**src/lstdr_pkg.sv**
```systemverilog
package lstdr_pkg;
   localparam int unsigned PIXEL_COUNT = 1024;
   localparam int unsigned WIDE_BITS = 10;
   localparam int unsigned NARROW_BITS = 8;
   // sensor clock period equals one sample of the external clock
   localparam int unsigned HOLD_CYCLES = 4;
   localparam int unsigned RST_GAP_CYCLES = 1;
   // phase load at start fall; hold closes on the rise after it reaches zero
   localparam int unsigned INT_END_CYCLES = 7;
   localparam int unsigned INT_START_CYCLES = 1;
   localparam int unsigned MAX_RATE_HZ = 1000000;
   localparam logic [15:0] PIX_LAST = 16'h03FF;
   localparam logic [3:0] BIT_ZERO = 4'h0;

   typedef enum logic [2:0] {
      LSTDR_IDLE = 3'b000,
      LSTDR_HOLD = 3'b001,
      LSTDR_RESET = 3'b010,
      LSTDR_SCAN = 3'b011,
      LSTDR_DONE = 3'b100
   } lstdr_state_t;
endpackage

```
**src/lstdr_serializer.sv**
```systemverilog
module lstdr_serializer
   import lstdr_pkg::*;
#(
   parameter int unsigned WORD_W = 10
) (
   // clock and reset
   input wire logic core_clk,
   input wire logic rstSync_n,
   // parallel sample
   input wire logic loadStb,
   input wire logic [WORD_W-1:0] sampleWord,
   input wire logic narrowMode,
   // serial out
   output logic serData,
   output logic serValid,
   output logic serLast
);
   logic [WORD_W-1:0] shift_reg, shift_next;
   logic [3:0] cnt_reg, cnt_next;
   logic busy_reg, busy_next;
   logic [3:0] loadCnt;

   // narrow mode drops two lsbs, keeps msb first
   assign loadCnt = narrowMode ? 4'(NARROW_BITS - 1) : 4'(WORD_W - 1);

   always_comb begin
      shift_next = shift_reg;
      cnt_next = cnt_reg;
      busy_next = busy_reg;
      if (loadStb) begin
         shift_next = sampleWord;
         cnt_next = loadCnt;
         busy_next = 1'b1;
      end else if (busy_reg) begin
         shift_next = {shift_reg[WORD_W-2:0], 1'b0};
         if (cnt_reg == BIT_ZERO) begin
            busy_next = 1'b0;
         end else begin
            cnt_next = cnt_reg - 4'h1;
         end
      end
   end

   always_ff @(posedge core_clk or negedge rstSync_n) begin
      if (!rstSync_n) begin
         shift_reg <= '0;
         cnt_reg <= BIT_ZERO;
         busy_reg <= 1'b0;
      end else begin
         shift_reg <= shift_next;
         cnt_reg <= cnt_next;
         busy_reg <= busy_next;
      end
   end

   assign serData = busy_reg & shift_reg[WORD_W-1];
   assign serValid = busy_reg;
   assign serLast = busy_reg & (cnt_reg == BIT_ZERO);
endmodule // lstdr_serializer

```
**src/lstdr_sequencer.sv**
```systemverilog
// Functional notes
// - start falling edge restarts timing sequence
// - first step holds every pixel charge
// - photodiode reset follows hold, all pixels
// - no integration while reset asserted
// - scan begins at pixel zero after reset
// - one held pixel routed to converter
// - integration starts half clock after rise
// - integration ends 7.5 clocks after fall
// - integration equals high time plus seven
// - next fall completes cycle, restarts
// - integration runs parallel with readout
// - result shifted out msb first
// - word width 8 or 10 bits
module lstdr_sequencer
   import lstdr_pkg::*;
#(
   parameter int unsigned PIXELS = PIXEL_COUNT,
   parameter int unsigned WORD_W = WIDE_BITS
) (
   // clock and reset
   input wire logic core_clk,
   input wire logic nrst,
   // driver pins, synchronous to core_clk
   input wire logic startPulse,
   input wire logic sensorClk,
   input wire logic wordSel10,
   // analog front end controls
   output logic holdPulse,
   output logic pdReset,
   output logic integrating,
   output logic [15:0] pixelAddr,
   output logic addrValid,
   // converter
   output logic convStart,
   input wire logic [WORD_W-1:0] convResult,
   input wire logic convDone,
   // serial output
   output logic serData,
   output logic serValid,
   output logic serLast,
   output logic endOfScan
);
   logic rstMeta_reg, rstSync_reg;
   logic start_reg, sclk_reg;
   logic startFall, startRise, sclkRise;
   lstdr_state_t state_reg, state_next;
   logic [3:0] phase_reg, phase_next;
   logic [15:0] pix_reg, pix_next;
   logic wait_reg, wait_next;
   logic narrow_reg, narrow_next;
   logic pdRst_reg, pdRst_next;
   logic hold_reg, hold_next;
   logic [3:0] relCnt_reg, relCnt_next;
   logic relPend_reg, relPend_next;
   logic eos_reg, eos_next;
   logic [15:0] addr_reg;
   logic addrVal_reg;
   logic lastPix;
   logic phaseDone;

   always_ff @(posedge core_clk or negedge nrst) begin
      if (!nrst) begin
         rstMeta_reg <= 1'b0;
         rstSync_reg <= 1'b0;
      end else begin
         rstMeta_reg <= 1'b1;
         rstSync_reg <= rstMeta_reg;
      end
   end

   always_ff @(posedge core_clk or negedge rstSync_reg) begin
      if (!rstSync_reg) begin
         start_reg <= 1'b0;
         sclk_reg <= 1'b0;
      end else begin
         start_reg <= startPulse;
         sclk_reg <= sensorClk;
      end
   end

   assign startFall = start_reg & ~startPulse;
   assign startRise = ~start_reg & startPulse;
   assign sclkRise = ~sclk_reg & sensorClk;
   assign lastPix = (pix_reg == 16'(PIXELS - 1));
   assign phaseDone = sclkRise & (phase_reg == BIT_ZERO);

   always_comb begin
      state_next = state_reg;
      phase_next = phase_reg;
      pix_next = pix_reg;
      wait_next = wait_reg;
      narrow_next = narrow_reg;
      hold_next = hold_reg;
      pdRst_next = pdRst_reg;
      relCnt_next = relCnt_reg;
      relPend_next = relPend_reg;
      eos_next = 1'b0;
      if (sclkRise && phase_reg != BIT_ZERO) begin
         phase_next = phase_reg - 4'h1;
      end
      // integration release counted in sensor clocks after the rise
      if (relPend_reg && sclkRise) begin
         if (relCnt_reg == BIT_ZERO) begin
            pdRst_next = 1'b0;
            relPend_next = 1'b0;
         end else begin
            relCnt_next = relCnt_reg - 4'h1;
         end
      end
      if (startRise && state_reg != LSTDR_HOLD) begin
         relPend_next = 1'b1;
         relCnt_next = 4'(INT_START_CYCLES - 1);
      end
      if (startFall) begin
         // frame restart overrides any unfinished scan
         state_next = LSTDR_HOLD;
         phase_next = 4'(INT_END_CYCLES);
         narrow_next = ~wordSel10;
         hold_next = 1'b0;
         relPend_next = 1'b0;
      end else begin
         case (state_reg)
            LSTDR_IDLE: begin
            end
            LSTDR_HOLD: begin
               // pixels keep integrating until hold closes
               if (phase_reg <= 4'(HOLD_CYCLES)) begin
                  hold_next = 1'b1;
               end
               if (phaseDone) begin
                  hold_next = 1'b0;
                  pdRst_next = 1'b1;
                  state_next = LSTDR_RESET;
                  phase_next = 4'(RST_GAP_CYCLES);
               end
            end
            LSTDR_RESET: begin
               if (phaseDone) begin
                  state_next = LSTDR_SCAN;
                  pix_next = '0;
                  wait_next = 1'b0;
               end
            end
            LSTDR_SCAN: begin
               if (!wait_reg) begin
                  wait_next = 1'b1;
               end else if (convDone) begin
                  wait_next = 1'b0;
                  if (lastPix) begin
                     state_next = LSTDR_DONE;
                     eos_next = 1'b1;
                  end else begin
                     pix_next = pix_reg + 16'h0001;
                  end
               end
            end
            LSTDR_DONE: begin
               state_next = LSTDR_IDLE;
            end
            default: state_next = LSTDR_IDLE;
         endcase
      end
   end

   always_ff @(posedge core_clk or negedge rstSync_reg) begin
      if (!rstSync_reg) begin
         state_reg <= LSTDR_IDLE;
         phase_reg <= BIT_ZERO;
         pix_reg <= '0;
         wait_reg <= 1'b0;
         narrow_reg <= 1'b0;
         hold_reg <= 1'b0;
         pdRst_reg <= 1'b1;
         relCnt_reg <= BIT_ZERO;
         relPend_reg <= 1'b0;
         eos_reg <= 1'b0;
         addr_reg <= '0;
         addrVal_reg <= 1'b0;
      end else begin
         state_reg <= state_next;
         phase_reg <= phase_next;
         pix_reg <= pix_next;
         wait_reg <= wait_next;
         narrow_reg <= narrow_next;
         hold_reg <= hold_next;
         pdRst_reg <= pdRst_next;
         relCnt_reg <= relCnt_next;
         relPend_reg <= relPend_next;
         eos_reg <= eos_next;
         addr_reg <= pix_next;
         addrVal_reg <= (state_next == LSTDR_SCAN);
      end
   end

   assign holdPulse = hold_reg;
   assign pdReset = pdRst_reg;
   assign integrating = ~pdRst_reg;
   assign pixelAddr = addr_reg;
   assign addrValid = addrVal_reg;
   assign convStart = (state_reg == LSTDR_SCAN) & ~wait_reg;
   assign endOfScan = eos_reg;

   lstdr_serializer #(
      .WORD_W(WORD_W)
   ) u_ser (
      .core_clk(core_clk),
      .rstSync_n(rstSync_reg),
      .loadStb(convDone & wait_reg & (state_reg == LSTDR_SCAN)),
      .sampleWord(convResult),
      .narrowMode(narrow_reg),
      .serData(serData),
      .serValid(serValid),
      .serLast(serLast)
   );
endmodule // lstdr_sequencer

```
**config.mk**
```make
export PLATFORM = sky130hd
export DESIGN_NAME = lstdr_sequencer
export DESIGN_NICKNAME = d
export VERILOG_FILES = /design/src/lstdr_pkg.sv /design/src/lstdr_serializer.sv /design/src/lstdr_sequencer.sv
export SDC_FILE = /design/constraint.sdc
export NUM_CORES = 1
export LEC_CHECK = 0
export ABC_AREA = 1
export BUFFER_PORTS_ARGS = -buffer_cell sky130_fd_sc_hd__buf_2
export CORE_AREA = 2 2 72 74
export DETAILED_ROUTE_END_ITERATION = 7
export DIE_AREA = 0 0 74 76
export PLACE_DENSITY = 0.84
export SLEW_MARGIN = 10
export SYNTH_ARGS = -nofsm -noshare
export SYNTH_HDL_FRONTEND = slang
export SYNTH_HIERARCHICAL = 1
export SYNTH_SLANG_ARGS = --single-unit
```
**constraint.sdc**
```tcl
create_clock -name core_clk -period 2.3 [get_ports core_clk]
set_input_delay 0.46 -clock core_clk [delete_from_list [all_inputs] [get_ports core_clk]]
set_output_delay 0.46 -clock core_clk [all_outputs]
set_load 0.1 [all_outputs]
```
==> results.ini <==
[clock_network]
cts_num_sinks=53
cts_root_buf=clkbuf_8
cts_setup_buffers=0
clock_path_buffers=2
cts_buffers=5
htreeDepth=2
clk_pin_slew_ns=0.10
worstSkewPairLatency_ns=0.31
cts_tree=done

[worst_setup_path]
crit_path_end_kind=output pin
critPathMaxFanout=17
arrival_ns=1.67
worst-setup-path-type=reg -> out
start_kind=flop
reg2reg_from=state_reg[0]
crit_start=state_reg[0]
required_ns=1.84

[cells_and_area]
drive_above_1_share_pct=18.5
diodes=0
largest_register_ffs=16
n_fill_cell=421
fin_util_pct=67.9
area_delta_synth_final_pct=13.5
fin_nets=463
final_common_cell=nand2_1
final_area_sq_um=3340
most-common-layout-cells=nand2_1, nor2_1, dfrtp_1

[floorplan]
core_area_sq_um=4910
dieArea_sq_um=5620
rows=26
dieWidth_um=74
start_util_pct=59.8
ios=41
die_h_um=76

[timing]
drv_slew=0
hold_viol_final=0
rsz0062_at_grt=no
finalSetupTns_ns=0
fin_skew_ns=0.0102
max_freq_ghz=0.471
finalCriticalPeriod_ns=2.13
post-route-period-util_pct=92.4
setup_viol=0

[detailed_routing]
vias=2647
avgViaCountPerCell=5.15
firstDrtPassIters=4
wl_um=6100
wl_per_cell_um=11.9
drtIter0Drc=128
drc=0
antenna_left=0

[synth]
synth.lib_cells_used.distinct=35
ys_warn_count=6
synth_area_sq_um=2940
ys_ff_latch=53
avgSynthCellArea_sq_um=7.42
netlist_instances=396
syn_nets=416
yosysSeqAreaShare_pct=45.2

[global_routing]
antenna_found_initial=0
grt_pass1_wl_um=10600
grt_pass1_vias=2592
grt_max_degree=32
grt_overflow_total=0
grt_usage_pct=23.7

[min_path]
hp-class=reg -> async

[run]
cap_viol_max_count=0

[run_status]
outcome=completed

[placed_design]
hpwl_um=4550
io_buffers=40
gp_congestion=0.835
placed_cell_area_sq_um=3230

[power_and_ir_drop]
leakagePower_nw=1.69
power.total_w=0.00165
powerDensity_nw_per_um2=496
vdd_drop_max_uv=468

[area by class of cell]
cell class | instances | area (sq um) | area share, %
Multi-Input combinational cell | 292 | 1410 | 42.1
Sequential cell | 53 | 1330 | 39.9
Timing Repair Buffer | 43 | 240 | 7.20
Inverter | 48 | 183 | 5.48
Tap cell | 70 | 87.6 | 2.63
Clock buffer | 5 | 68.8 | 2.06
Clock inverter | 3 | 21.3 | 0.638
[logic make-up after synthesis]
group	share of synthesized area, %
simple gates	37.7
flops	45.2
buf+inv	7.19
compound gates	6.64
xor+xnor	1.49
fa+ha+maj	1.70
other cells	0.128
[Yosys cell counts (all sizes together)]
master / instances / share of area, %
dfrtp: 52 / 44
o21ai: 16 / 2.7
nand3b: 1 / 0.26
nor2: 58 / 8.3
a21oi: 9 / 1.7
xor2: 4 / 1.2
or2: 1 / 0.21
nor3: 2 / 0.34
clkbuf: 1 / 0.13
clkinv: 1 / 0.13
nand4: 5 / 1.1
ha: 4 / 1.7
nand2: 147 / 21
a31oi: 2 / 0.43
nand3: 32 / 5.8
o2111ai: 1 / 0.30
conb: 1 / 0.13
inv: 47 / 6.1
dfstp: 1 / 0.89
buf: 2 / 0.85
nor3b: 2 / 0.51
xnor2: 1 / 0.30
o21bai: 3 / 0.77
o211ai: 3 / 0.77
[per-stage QoR]
stage,instances,hold slack (ns),setup slack [ns]
3_3_place_gp,505,0.245,0.443
3_5_place_dp,505,0.247,0.423
2_1_floorplan,396,0.164,-0.191
5_1_grt,514,0.254,0.0692
4_1_cts,514,0.256,0.0748
6_report,514,0.226,0.175
[power breakdown]
group	switching (W)	leakage (nW)	internal [W]
Clock	0.000321	0.0445	0.000217
Combinational	0.0000943	0.946	0.0000429
Sequential	0.0000208	0.695	0.000959
Total	0.000436	1.69	0.00122
[layer usage]
| metal | routed length, um | vias up | global-route usage [%] |
|---|---|---|---|
| met3 | 224 | 9 | 3.97 |
| met4 | 74 | 0 | 8.18 |
| met5 | 0 | - | 0 |
| met2 | 3100 | 55 | 41.0 |
| li1 | - | 1343 | - |
| met1 | 2700 | 1240 | 29.4 |
[what timing repair did]
| action | CTS | global route |
|---|---|---|
| hold buffers | 1 | 0 |
| setup endpoints to repair | 0 | 1 |
| hold endpoints to repair | 2 | 0 |
| resized for setup | 0 | 1 |
[worst paths after layout]
| path | to | slack [ns] | depth (start not counted) |
|---|---|---|---|
| min in group core_clk | sclk_reg | 0.26 | 1 |
| min reg2reg | endOfScan | 0.23 | 0 |
| min | endOfScan | 0.23 | 0 |
| max reg2reg | u_ser/cnt_reg[1] | 0.47 | 9 |
| max | convStart | 0.17 | 5 |
| max in group asynchronous | pdReset | 1.46 | 1 |
[worst max-delay path, cell delays in order, from the launching register on]
cell,delay (ns)
dfrtp_1,0.38
nand2_1,0.10
nor2_4,0.23
inv_2,0.20
nor2_2,0.11
clkbuf_4,0.33
No activity file was read; power rests on OpenSTA's default activity.
